## config.mk

```make
export PLATFORM = sky130hd
export DESIGN_NAME = spct_ctrl
export DESIGN_NICKNAME = d
export VERILOG_FILES = /design/src/spct_pkg.sv /design/src/spct_ctrl.sv
export SDC_FILE = /design/constraint.sdc
export NUM_CORES = 1
export LEC_CHECK = 0
export ABC_AREA = 1
export ABC_CLOCK_PERIOD_IN_PS = 5200
export BUFFER_PORTS_ARGS = -buffer_cell sky130_fd_sc_hd__buf_2
export CAP_MARGIN = 25
export CORE_MARGIN = 10
export CORE_UTILIZATION = 55
export CTS_CLUSTER_DIAMETER = 80
export DETAILED_ROUTE_END_ITERATION = 7
export HOLD_SLACK_MARGIN = 0.03
export MAX_ROUTING_LAYER = met4
export PLACE_DENSITY = 0.85
export SETUP_SLACK_MARGIN = 0.1
export SLEW_MARGIN = 40
export SYNTH_ARGS = -nofsm -noshare
export SYNTH_HDL_FRONTEND = slang
export SYNTH_SLANG_ARGS = --single-unit
```

## constraint.sdc

```tcl
create_clock -name core_clk -period 5.2 [get_ports core_clk]
set_input_delay 1.04 -clock core_clk [delete_from_list [all_inputs] [get_ports core_clk]]
set_output_delay 1.04 -clock core_clk [all_outputs]
set_load 0.005 [all_outputs]
```

## src/spct_pkg.sv

```systemverilog
// constants, register map and state type for the serial control block
// assumes a single 200 MHz core clock and a 32-bit AXI4-Lite register port
package spct_pkg;
   localparam int          ADDR_W      = 5;
   localparam int          DATA_W      = 32;
   localparam int          CNT_W       = 6;
   localparam logic [4:0]  OFF_CTRL    = 5'h00;
   localparam logic [4:0]  OFF_TX      = 5'h04;
   localparam logic [4:0]  OFF_RX      = 5'h08;
   localparam logic [4:0]  OFF_MASK    = 5'h0c;
   // control register field positions
   localparam int          BIT_GO      = 0;
   localparam int          BIT_POL     = 1;
   localparam int          WID_LO      = 2;
   localparam int          CNT_LO      = 4;
   localparam int          GAP_LO      = 12;
   localparam int          BIT_DONE    = 16;
   localparam int          BIT_IEN     = 17;
   localparam int          BIT_SLAVE   = 18;
   localparam int          BIT_BGAP    = 19;
   localparam int          BIT_REORD   = 20;
   localparam int          MASK_BIT    = 0;
   localparam int          SH_MSB      = 31;
   // word width select encodings
   localparam logic [1:0]  WIDTH_32    = 2'h0;
   localparam logic [1:0]  WIDTH_8     = 2'h1;
   localparam logic [1:0]  WIDTH_16    = 2'h2;
   localparam logic [1:0]  WIDTH_24    = 2'h3;
   localparam logic [3:0]  GAP_RST     = 4'h0;
   localparam logic [5:0]  GAP_EXTRA   = 6'h02;
   localparam logic [5:0]  BYTE_BITS   = 6'h08;
   localparam logic [5:0]  BITS_32     = 6'h20;
   localparam logic [5:0]  BITS_24     = 6'h18;
   localparam logic [5:0]  BITS_16     = 6'h10;
   // serial clock timing
   localparam int          CLK_NS      = 5;
   localparam int          SCLK_HALF_NS = 50;
   localparam int          HALF_CYC    = (SCLK_HALF_NS + CLK_NS - 1) / CLK_NS;
   localparam logic [3:0]  HALF_CYC_M1 = 4'(HALF_CYC - 1);
   localparam logic [1:0]  RESP_OKAY   = 2'h0;
   localparam logic [1:0]  RESP_SLVERR = 2'h2;
   typedef enum logic [1:0] {ST_IDLE, ST_SHIFT, ST_GAP} spct_state_t;
endpackage : spct_pkg

```

## src/spct_ctrl.sv

```systemverilog
// serial peripheral controller: control register, timing gaps, master and slave engine
// assumes AXI4-Lite master on core_clk; serial pins are asynchronous to core_clk
// Functional notes
// RULE1: role-select bit 18 zero makes master, one makes slave.
// RULE2: interrupt enable bit 17 gates completion interrupt to the CPU.
// RULE3: completion flag 16 reads zero while busy, sets at transfer end; in slave mode it is not cleared at start and sets at each word end.
// RULE4: writing one clears the completion flag; writing zero leaves it.
// RULE5: gap field 15:12 inserts idle between transactions, master only.
// RULE6: gap spans trailing clock edge to next leading edge per polarity.
// RULE7: gap field resets to zero.
// RULE8: transaction count zero means gap field only affects byte gaps.
// RULE9: per-byte gap bit 19 acts only for 32-bit word width.
// RULE10: per-byte gap lasts gap field plus two serial clock cycles.
// RULE11: byte reorder sends and receives least significant byte first; the code reorders 32-bit words only.
// RULE12: transaction gap lasts gap field plus two serial clock cycles.
`timescale 1ns/100ps
module spct_ctrl (
   input  wire logic                       core_clk,
   input  wire logic                       rst_n,
   input  wire logic [spct_pkg::ADDR_W-1:0] awaddr,
   input  wire logic                       awvalid,
   output logic                            awready,
   input  wire logic [spct_pkg::DATA_W-1:0] wdata,
   input  wire logic [3:0]                 wstrb,
   input  wire logic                       wvalid,
   output logic                            wready,
   output logic [1:0]                      bresp,
   output logic                            bvalid,
   input  wire logic                       bready,
   input  wire logic [spct_pkg::ADDR_W-1:0] araddr,
   input  wire logic                       arvalid,
   output logic                            arready,
   output logic [spct_pkg::DATA_W-1:0]     rdata,
   output logic [1:0]                      rresp,
   output logic                            rvalid,
   input  wire logic                       rready,
   input  wire logic                       sclkIn,
   output logic                            sclkOut,
   output logic                            sclkOe,
   input  wire logic                       selNIn,
   output logic                            selNOut,
   output logic                            selNOe,
   input  wire logic                       mosiIn,
   output logic                            mosiOut,
   output logic                            mosiOe,
   input  wire logic                       misoIn,
   output logic                            misoOut,
   output logic                            misoOe,
   output logic                            irq
);
   import spct_pkg::*;

   typedef struct packed {
      logic                reorder;
      logic                perByteGapEnable;
      logic                slave;
      logic                doneIrqEnable;
      logic                doneIrqFlag;
      logic [3:0]          transactionGapLength;
      logic [1:0]          transactionCount;
      logic [1:0]          wordWidthSelect;
      logic                serialClockPolarity;
      logic                irqMask;
      logic [DATA_W-1:0]   txData;
      logic [DATA_W-1:0]   rxData;
      logic [DATA_W-1:0]   shift;
      logic                rxBit;
      logic                phase;
      logic [CNT_W-1:0]    bitCnt;
      logic [1:0]          txnCnt;
      logic [CNT_W-1:0]    gapCnt;
      logic [3:0]          divCnt;
      spct_state_t         state;
      logic                sclk;
      logic                selN;
      logic                sclkS1;
      logic                sclkS2;
      logic                sclkS3;
      logic                selS1;
      logic                selS2;
      logic                mosiS1;
      logic                mosiS2;
      logic                misoS1;
      logic                misoS2;
      logic                awHeld;
      logic [ADDR_W-1:0]   awAddr;
      logic                wHeld;
      logic [DATA_W-1:0]   wData;
      logic [3:0]          wStrb;
      logic                bValid;
      logic [1:0]          bResp;
      logic                rValid;
      logic [DATA_W-1:0]   rData;
      logic [1:0]          rResp;
   } spct_regs_t;

   spct_regs_t q;
   spct_regs_t n;

   function automatic logic [DATA_W-1:0] swapBytes(input logic [DATA_W-1:0] v);
      swapBytes = {v[7:0], v[15:8], v[23:16], v[31:24]};
   endfunction : swapBytes

   function automatic logic [CNT_W-1:0] widthBits(input logic [1:0] sel);
      case (sel)
         WIDTH_8:  widthBits = BYTE_BITS;
         WIDTH_16: widthBits = BITS_16;
         WIDTH_24: widthBits = BITS_24;
         default:  widthBits = BITS_32;
      endcase
   endfunction : widthBits

   function automatic logic [DATA_W-1:0] laneMask(input logic [3:0] strb);
      laneMask = {{8{strb[3]}}, {8{strb[2]}}, {8{strb[1]}}, {8{strb[0]}}};
   endfunction : laneMask

   logic                wordIs32;
   logic [CNT_W-1:0]    wBits;
   logic [DATA_W-1:0]   wMask;
   logic [DATA_W-1:0]   txWord;
   logic [DATA_W-1:0]   loadWord;
   logic [CNT_W-1:0]    gapHalves;
   logic                tick;
   logic                writeFire;
   logic [DATA_W-1:0]   wEff;
   logic [DATA_W-1:0]   wBitsSet;
   logic                clrDone;
   logic                setDone;
   logic                startGo;
   logic                leadEdge;
   logic                trailEdge;
   logic [DATA_W-1:0]   shNext;
   logic [CNT_W-1:0]    bitNext;
   logic [DATA_W-1:0]   rdWord;
   logic                rdOk;

   always_comb begin
      wordIs32  = (q.wordWidthSelect == WIDTH_32);
      wBits     = widthBits(q.wordWidthSelect);
      wMask     = ~(DATA_W'('1) << wBits);
      if (wordIs32)
         wMask  = '1;
      // byte reorder only meaningful on full words
      txWord    = (q.reorder && wordIs32) ? swapBytes(q.txData) : q.txData; // [RULE11]
      loadWord  = txWord << (CNT_W'(DATA_W) - wBits);
      gapHalves = CNT_W'({2'h0, q.transactionGapLength} + GAP_EXTRA) << 1; // [RULE10] [RULE12]
      tick      = (q.divCnt == HALF_CYC_M1);
      // slave edges seen only on the second and third sync stages
      leadEdge  = (q.sclkS3 == q.serialClockPolarity) && (q.sclkS2 != q.serialClockPolarity);
      trailEdge = (q.sclkS3 != q.serialClockPolarity) && (q.sclkS2 == q.serialClockPolarity);
      shNext    = {q.shift[SH_MSB-1:0], q.rxBit};
      bitNext   = q.bitCnt + CNT_W'(1);
      rdWord    = '0;
      rdOk      = 1'b1;
      case (araddr)
         OFF_CTRL: begin
            rdWord[BIT_GO]                = (q.state != ST_IDLE);
            rdWord[BIT_POL]               = q.serialClockPolarity;
            rdWord[WID_LO+1:WID_LO]       = q.wordWidthSelect;
            rdWord[CNT_LO+1:CNT_LO]       = q.transactionCount;
            rdWord[GAP_LO+3:GAP_LO]       = q.transactionGapLength;
            rdWord[BIT_DONE]              = q.doneIrqFlag;
            rdWord[BIT_IEN]               = q.doneIrqEnable;
            rdWord[BIT_SLAVE]             = q.slave;
            rdWord[BIT_BGAP]              = q.perByteGapEnable;
            rdWord[BIT_REORD]             = q.reorder;
         end
         OFF_TX:   rdWord = q.txData;
         OFF_RX:   rdWord = q.rxData;
         OFF_MASK: rdWord[MASK_BIT] = q.irqMask;
         default:  rdOk = 1'b0;
      endcase

      n = q;
      clrDone = 1'b0;
      setDone = 1'b0;
      startGo = 1'b0;
      n.sclkS1 = sclkIn;
      n.sclkS2 = q.sclkS1;
      n.sclkS3 = q.sclkS2;
      n.selS1  = selNIn;
      n.selS2  = q.selS1;
      n.mosiS1 = mosiIn;
      n.mosiS2 = q.mosiS1;
      n.misoS1 = misoIn;
      n.misoS2 = q.misoS1;

      // register bus: address and data may arrive in either order
      if (awvalid && awready) begin
         n.awHeld = 1'b1;
         n.awAddr = awaddr;
      end
      if (wvalid && wready) begin
         n.wHeld = 1'b1;
         n.wData = wdata;
         n.wStrb = wstrb;
      end
      writeFire = q.awHeld && q.wHeld && !q.bValid;
      wBitsSet  = q.wData & laneMask(q.wStrb);
      wEff      = wBitsSet;
      if (writeFire) begin
         n.awHeld = 1'b0;
         n.wHeld  = 1'b0;
         n.bValid = 1'b1;
         n.bResp  = RESP_OKAY;
         case (q.awAddr)
            OFF_CTRL: begin
               wEff = (q.wData & laneMask(q.wStrb)) | (rdCtrl() & ~laneMask(q.wStrb));
               n.serialClockPolarity  = wEff[BIT_POL];
               n.wordWidthSelect      = wEff[WID_LO+1:WID_LO];
               n.transactionCount     = wEff[CNT_LO+1:CNT_LO];
               n.transactionGapLength = wEff[GAP_LO+3:GAP_LO];
               n.doneIrqEnable        = wEff[BIT_IEN];
               n.slave                = wEff[BIT_SLAVE]; // [RULE1]
               n.perByteGapEnable     = wEff[BIT_BGAP];
               n.reorder              = wEff[BIT_REORD];
               clrDone = wBitsSet[BIT_DONE]; // [RULE4]
               startGo = wBitsSet[BIT_GO] && !wEff[BIT_SLAVE] && (q.state == ST_IDLE); // [RULE1]
            end
            OFF_TX:   n.txData = wEff | (q.txData & ~laneMask(q.wStrb));
            OFF_MASK: begin
               if (q.wStrb[0])
                  n.irqMask = q.wData[MASK_BIT];
            end
            OFF_RX:   n.bResp = RESP_OKAY;
            default:  n.bResp = RESP_SLVERR;
         endcase
      end
      if (q.bValid && bready)
         n.bValid = 1'b0;
      if (arvalid && arready) begin
         n.rValid = 1'b1;
         n.rData  = rdWord;
         n.rResp  = rdOk ? RESP_OKAY : RESP_SLVERR;
      end
      if (q.rValid && rready)
         n.rValid = 1'b0;

      // serial engine
      if (q.state == ST_IDLE || q.slave || tick)
         n.divCnt = '0;
      else
         n.divCnt = q.divCnt + 4'h1;
      case (q.state)
         ST_IDLE: begin
            n.sclk = q.serialClockPolarity;
            n.selN = 1'b1;
            if (startGo) begin
               n.state  = ST_SHIFT;
               n.selN   = 1'b0;
               n.shift  = loadWord;
               n.bitCnt = '0;
               n.txnCnt = '0;
               n.phase  = 1'b0;
            end else if (q.slave && !q.selS2) begin
               n.state  = ST_SHIFT;
               n.shift  = loadWord;
               n.bitCnt = '0;
            end
         end
         ST_SHIFT: begin
            if (q.slave) begin
               if (q.selS2)
                  n.state = ST_IDLE;
               else if (leadEdge)
                  n.rxBit = q.mosiS2;
               else if (trailEdge) begin
                  n.shift  = shNext;
                  n.bitCnt = bitNext;
                  if (bitNext == wBits) begin
                     n.rxData = (q.reorder && wordIs32) ? swapBytes(shNext) : (shNext & wMask);
                     setDone  = 1'b1;
                     n.shift  = loadWord;
                     n.bitCnt = '0;
                  end
               end
            end else if (tick) begin
               if (!q.phase) begin
                  n.sclk  = ~q.serialClockPolarity; // [RULE6]
                  n.rxBit = q.misoS2;
                  n.phase = 1'b1;
               end else begin
                  n.sclk   = q.serialClockPolarity; // [RULE6]
                  n.phase  = 1'b0;
                  n.shift  = shNext;
                  n.bitCnt = bitNext;
                  if (bitNext == wBits) begin
                     n.rxData = (q.reorder && wordIs32) ? swapBytes(shNext) : (shNext & wMask); // [RULE11]
                     if (q.txnCnt == q.transactionCount) begin
                        // count zero ends here, so only byte gaps ever apply
                        n.state = ST_IDLE; // [RULE8]
                        n.selN  = 1'b1;
                        setDone = 1'b1; // [RULE3]
                     end else begin
                        n.txnCnt = q.txnCnt + 2'h1;
                        n.shift  = loadWord;
                        n.bitCnt = '0;
                        n.state  = ST_GAP; // [RULE5]
                        n.gapCnt = gapHalves - CNT_W'(1); // [RULE12]
                     end
                  end else if (q.perByteGapEnable && wordIs32 && // [RULE9]
                               bitNext[2:0] == 3'h0) begin
                     n.state  = ST_GAP; // [RULE10]
                     n.gapCnt = gapHalves - CNT_W'(1);
                  end
               end
            end
         end
         ST_GAP: begin
            // gap ends one half period before the next leading edge
            if (tick) begin
               if (q.gapCnt == CNT_W'(1))
                  n.state = ST_SHIFT;
               else
                  n.gapCnt = q.gapCnt - CNT_W'(1);
            end
         end
         default: n.state = ST_IDLE;
      endcase
      if (startGo)
         n.doneIrqFlag = 1'b0; // [RULE3]
      // a completion in the clearing cycle is kept
      n.doneIrqFlag = (n.doneIrqFlag && !clrDone) || setDone; // [RULE3] [RULE4]
   end

   function automatic logic [DATA_W-1:0] rdCtrl();
      rdCtrl                      = '0;
      rdCtrl[BIT_POL]             = q.serialClockPolarity;
      rdCtrl[WID_LO+1:WID_LO]     = q.wordWidthSelect;
      rdCtrl[CNT_LO+1:CNT_LO]     = q.transactionCount;
      rdCtrl[GAP_LO+3:GAP_LO]     = q.transactionGapLength;
      rdCtrl[BIT_IEN]             = q.doneIrqEnable;
      rdCtrl[BIT_SLAVE]           = q.slave;
      rdCtrl[BIT_BGAP]            = q.perByteGapEnable;
      rdCtrl[BIT_REORD]           = q.reorder;
   endfunction : rdCtrl

   always_ff @(posedge core_clk or negedge rst_n) begin
      if (!rst_n) begin
         q                      <= '0;
         q.transactionGapLength <= GAP_RST; // [RULE7]
         q.selN                 <= 1'b1;
         q.selS1                <= 1'b1;
         q.selS2                <= 1'b1;
      end else begin
         q <= n;
      end
   end

   assign awready = !q.awHeld && !q.bValid;
   assign wready  = !q.wHeld && !q.bValid;
   assign bvalid  = q.bValid;
   assign bresp   = q.bResp;
   assign arready = !q.rValid;
   assign rvalid  = q.rValid;
   assign rdata   = q.rData;
   assign rresp   = q.rResp;
   assign sclkOut = q.sclk;
   assign sclkOe  = !q.slave; // [RULE1]
   assign selNOut = q.selN;
   assign selNOe  = !q.slave;
   assign mosiOut = q.shift[SH_MSB];
   assign mosiOe  = !q.slave;
   assign misoOut = q.shift[SH_MSB];
   assign misoOe  = q.slave && !q.selS2;
   assign irq     = q.doneIrqFlag && q.doneIrqEnable && q.irqMask; // [RULE2]
endmodule : spct_ctrl

```

**Yosys cells after proc, flatten, opt, wreduce, memory -nomap -nowiden**

Cells that the tools add are included.
W data, S select, Z words.

- Register bits after elaboration: 225
- Input bits: 57
- Output and inout port bits: 50
- Word-level logic and storage cells: 254

- Add/subtract/negate cells: 7
- Eq/ne operators: 44
- Shift operators: 2
- Mux-type cells: 90
- Bitwise logic cells: 9
- Reduce and logical (&&, ||, !) cells: 61

Operators by type and width:

| kind | count |
|---|---|
| $mux W64 | 5 |
| $mux W32 | 6 |
| $mux W65 | 2 |
| $and A32 B32 Y32 | 3 |
| $mux W80 | 1 |
| $mux W6 | 12 |
| $not A32 Y32 | 2 |
| $pmux W32 S2 | 1 |
| $mux W37 | 1 |
| $mux W35 | 1 |
| $or A32 B32 Y32 | 1 |
| $shl A32 B6 Y32 | 1 |
| $shl A32 B6 Y32 const A | 1 |
| $mux W1 | 30 |
| $mux W14 | 2 |
| $mux W2 | 14 |
| $ne A3 B3 Y1 const B | 9 |
| $pmux W9 S3 | 1 |
| $ne A2 B2 Y1 const B | 12 |
| $pmux W6 S2 | 2 |
| $pmux W11 S2 | 1 |
| $reduce_bool A2 Y1 | 11 |
| $and A21 B21 Y21 | 1 |
| $or A21 B21 Y21 | 1 |
| 42 further kinds | 92 |

**Longest topological paths before layout**

- Word-level depth: 13
- Depth in mapped cells: 16
- Mapped depth without buffers: 14

**Worst setup path after synthesis**

Ideal clock, no wire load.

- Path type: input -> register
- From: in araddr[1] (netlist bit)
- To: reg q, in the netlist rdata[10]
- Setup time: 82 ps
- Arrival time: 2089 ps
- Data required time: 5118 ps
- Slack: 3029 ps
- Stages on the path: 6
- Buffers on the path: 1
- Cell sequence: nor2_1 -> nand3_1 -> inv_2 -> clkbuf_1 -> nand2_1 -> a31oi_1

- Cells in the longest elaborated chain, start to end: 2
- Elaborated cells on any way between the ends: 3
- Those cells by class: eq/ne (2); mux (1)

Ends and longest elaborated chain:

| what | RTL line | text |
|---|---|---|
| from (decl) | spct_ctrl.sv:30 | `input wire logic [spct_pkg::ADDR_W-1:0] araddr,` |
| $eq A5 B4 Y1 or $eq A5 B3 Y1 (tied branches) | spct_ctrl.sv:155 | `case (araddr)` |
| $pmux W6 S2 * | spct_ctrl.sv:155 |  |
| to (signal assigned) | spct_ctrl.sv:346 | `q <= n;` |
| to (decl) | spct_ctrl.sv:97 | `spct_regs_t q;` |

Mark *: on every way between the ends. The rest lies on a longest branch, timed or not.
A chain may end at the register's enable or synchronous reset.

==> impl_metrics.json <==
{
  "vias": 10300,
  "ys_seq_area_frac": 0.463,
  "globalRouteMet3Util": 0.0489,
  "drive_gt1_frac": 0.165,
  "crit_top_cell": "nand2_1",
  "async_reset_ff_frac": 1.00,
  "port_buffers": 104,
  "rsz0062_at_grt": "false",
  "required_ns": 5.61,
  "synth_edf_count": 0,
  "vias_per_cell": 5.55,
  "cts_resized": 0,
  "worstReg2RegEnd": "q[118]",
  "busiest_layer": "met2",
  "core_um2": 21700,
  "crit_family": "simple AND/OR/NAND/NOR gates",
  "holdBufCountCts": 0,
  "drcViolationCount": 0,
  "fin_skew_ns": 0.0153,
  "hold_class": "register to register",
  "ys_seq_elements": 223,
  "antenna_left": 0,
  "ir_worst_vdd_v": 0.000445,
  "syn_inst": 1531,
  "htree_levels": 1,
  "syn-cell-area_um2": 12100,
  "worst_pin_slew_ns": 0.689,
  "crit_path_start_kind": "register",
  "path_clk_slew_ns": 0.06,
  "post-route-min-period_ns": 3.09,
  "fin_tns_setup_ns": 0,
  "drt_iter0_drc": 1142,
  "cts_root_buf": "clkbuf_16",
  "ios": 107,
  "drv_cap": 0,
  "grt_pass1_vias": 10100,
  "worstSetupEndpointType": "register",
  "r2r_cells": 13,
  "finalHoldViolCount": 0,
  "cts.sinks": 223,
  "syn_to_final_growth_pct": 10.3,
  "drtPass1Iterations": 6,
  "ctsLongestPathBuffers": 3,
  "rows": 54,
  "cp.depth": 13,
  "cts_setup_buffers": 0,
  "rrSetupSlack_ns": 2.11,
  "totalPowerFinal_w": 0.00825,
  "drt-total-wl_um": 33300,
  "synth_ff_type": "dfrtp_1",
  "crit_path_top_delay_cell": "nand2_2",
  "path_buf_inv": 3,
  "tritoncts": "built",
  "gp_congestion": 1.02,
  "insertion_delay_ns": 0.53,
  "dpl-instance-area_um2": 12400,
  "overflow": 0,
  "fmax_ghz": 0.324,
  "start_util": 0.556,
  "status": "complete, no violations",
  "slew_viol_final": 0,
  "min_period_over_period": 0.593,
  "grt_max_degree": 77,
  "cp_max_fo": 33,
  "final_cell_area_um2": 13300,
  "powerDensity_nw_per_um2": 621,
  "met2_usage": 0.355,
  "max_stage_delay_ns": 0.52,
  "grt_pass1_wl_um": 53900,
  "crit_arrival_ns": 3.49,
  "finalNetCount": 1633,
  "setup_violations": 0,
  "avgSynthCellArea_um2": 7.87,
  "wl_per_cell_um": 17.9,
  "cp_cell_sequence": "inv_1 -> ha_1 -> nor2_4 -> inv_2 -> nand2_1 -> nand3_2 -> nor2_4 -> nand3_2 -> buf_4 -> nand2_2 -> nand2_1 -> nand3_1 -> nand2_1",
  "maxSlewHeadroom": 0.541,
  "endpoint": "q[118]",
  "leakagePower_nw": 6.85,
  "synth_cell_types": 51,
  "met1_usage": 0.315,
  "dp_hpwl_um": 24000,
  "yosysWarnings": 0,
  "antenna_found_initial": 2,
  "worst-setup-path-type": "register to register",
  "gr-usage-all-layers": 0.238,
  "die-area_um2": 28200,
  "utilization": 0.613,
  "cts_buffers": 24,
  "die_w_um": 168,
  "fp.dieH_um": 168
}
## synthesized netlist by cell type, types with 3 or more instances
master | count | area (um2)
nand2_1 | 431 | 1620
dfrtp_1 | 220 | 5510
inv_1 | 162 | 608
o21ai_0 | 134 | 671
nand3_1 | 111 | 556
nor2_1 | 93 | 349
a21oi_1 | 53 | 265
buf_4 | 47 | 353
o21ai_2 | 44 | 385
clkbuf_1 | 37 | 139
buf_2 | 18 | 90.1
o21ai_1 | 15 | 75.1
ha_1 | 14 | 175
o22ai_1 | 13 | 81.3
a31oi_1 | 11 | 68.8
inv_2 | 10 | 37.5
mux2_2 | 10 | 113
xnor2_1 | 10 | 87.6
buf_6 | 9 | 101
o211ai_1 | 9 | 67.6
or2_2 | 7 | 43.8
a221oi_1 | 6 | 52.6
nand4_1 | 6 | 37.5
nand2_4 | 5 | 56.3
o221ai_1 | 5 | 43.8
xor2_1 | 5 | 43.8
nand2_2 | 4 | 25.0
nor2_4 | 4 | 45.0
a21oi_2 | 3 | 26.3
dfstp_2 | 3 | 78.8
nand3_2 | 3 | 30.0
nor2_2 | 3 | 18.8
nor3_1 | 3 | 15.0
## cell type report
class / count / area, um2
clock inverter: 12 / 206
sequential: 223 / 5580
clock buffer: 32 / 681
inverter: 174 / 653
tap: 280 / 350
multi-input combinational: 1021 / 5130
timing repair buffer: 118 / 676
fill: 1821 / 8400
antenna: 2 / 5.00
## routing by layer
layer  share of wire  vias to the layer above
met4           0.037                        0
met5               0                        -
met1            0.43                     4833
met3           0.085                       81
met2            0.45                      486
li1                -                     4942
## worst min-delay path by stage
stage,startpoint,end,slack [ns],cells after the start
2_1_floorplan,n[88],n[87],0.33,0
3_3_place_gp,n[81],q[81],0.34,0
3_5_place_dp,n[83],q[83],0.34,0
4_1_cts,n[88],n[87],0.35,0
5_1_grt,n[83],q[83],0.36,0
6_report,n[88],n[87],0.35,0
## placed cells by master, fill, tap and decap left out, types with 6 or more instances in the layout
| master | n |
|---|---|
| a31oi_1 | 11 |
| or2_2 | 7 |
| xnor2_1 | 10 |
| o211ai_1 | 9 |
| inv_1 | 162 |
| inv_2 | 10 |
| ha_1 | 14 |
| nand2_4 | 6 |
| o22ai_1 | 13 |
| o21ai_0 | 134 |
| nor2_1 | 93 |
| mux2_2 | 10 |
| a221oi_1 | 6 |
| buf_4 | 12 |
| nand3_1 | 111 |
| buf_2 | 103 |
| clkbuf_16 | 24 |
| a21oi_1 | 53 |
| nand2_1 | 429 |
| nand4_1 | 6 |
| dfrtp_1 | 220 |
| o21ai_2 | 44 |
| o21ai_1 | 15 |
## report_power, final
part           internal, W  switching [W]  total, W  leakage, nW
Clock              0.00117       0.000731   0.00190        0.433
Sequential         0.00224       0.000430   0.00267         2.85
Combinational      0.00117        0.00251   0.00368         3.57
Total              0.00458        0.00367   0.00825         6.85
## stage by stage
| stage | instances | hold WS [ns] | worst slack [ns] |
|---|---|---|---|
| 3_5_place_dp | 1815 | 0.337 | 1.70 |
| 6_report | 1862 | 0.349 | 2.11 |
| 2_1_floorplan | 1532 | 0.331 | 3.03 |
| 4_1_cts | 1859 | 0.352 | 1.67 |
| 5_1_grt | 1862 | 0.356 | 1.93 |
| 3_3_place_gp | 1814 | 0.338 | 1.86 |
## worst reg2reg max path: cells and delay by family (launching register included)
family | cells | cell delay [ns]
simple gates | 9 | 1.67
buf+inv | 3 | 0.57
flops | 1 | 0.40
fa+ha+maj | 1 | 0.33
## cells by family after synthesis
group | synth area share
AND/OR/NAND/NOR | 0.241
XOR/XNOR | 0.0109
multiplexers | 0.0102
flip-flops | 0.463
adder cells (fa/ha/maj) | 0.0145
buffers and inverters | 0.112
AO/OA/AOI/OAI | 0.147
other | 0.000311
No activity file was read; power rests on OpenSTA's default activity.
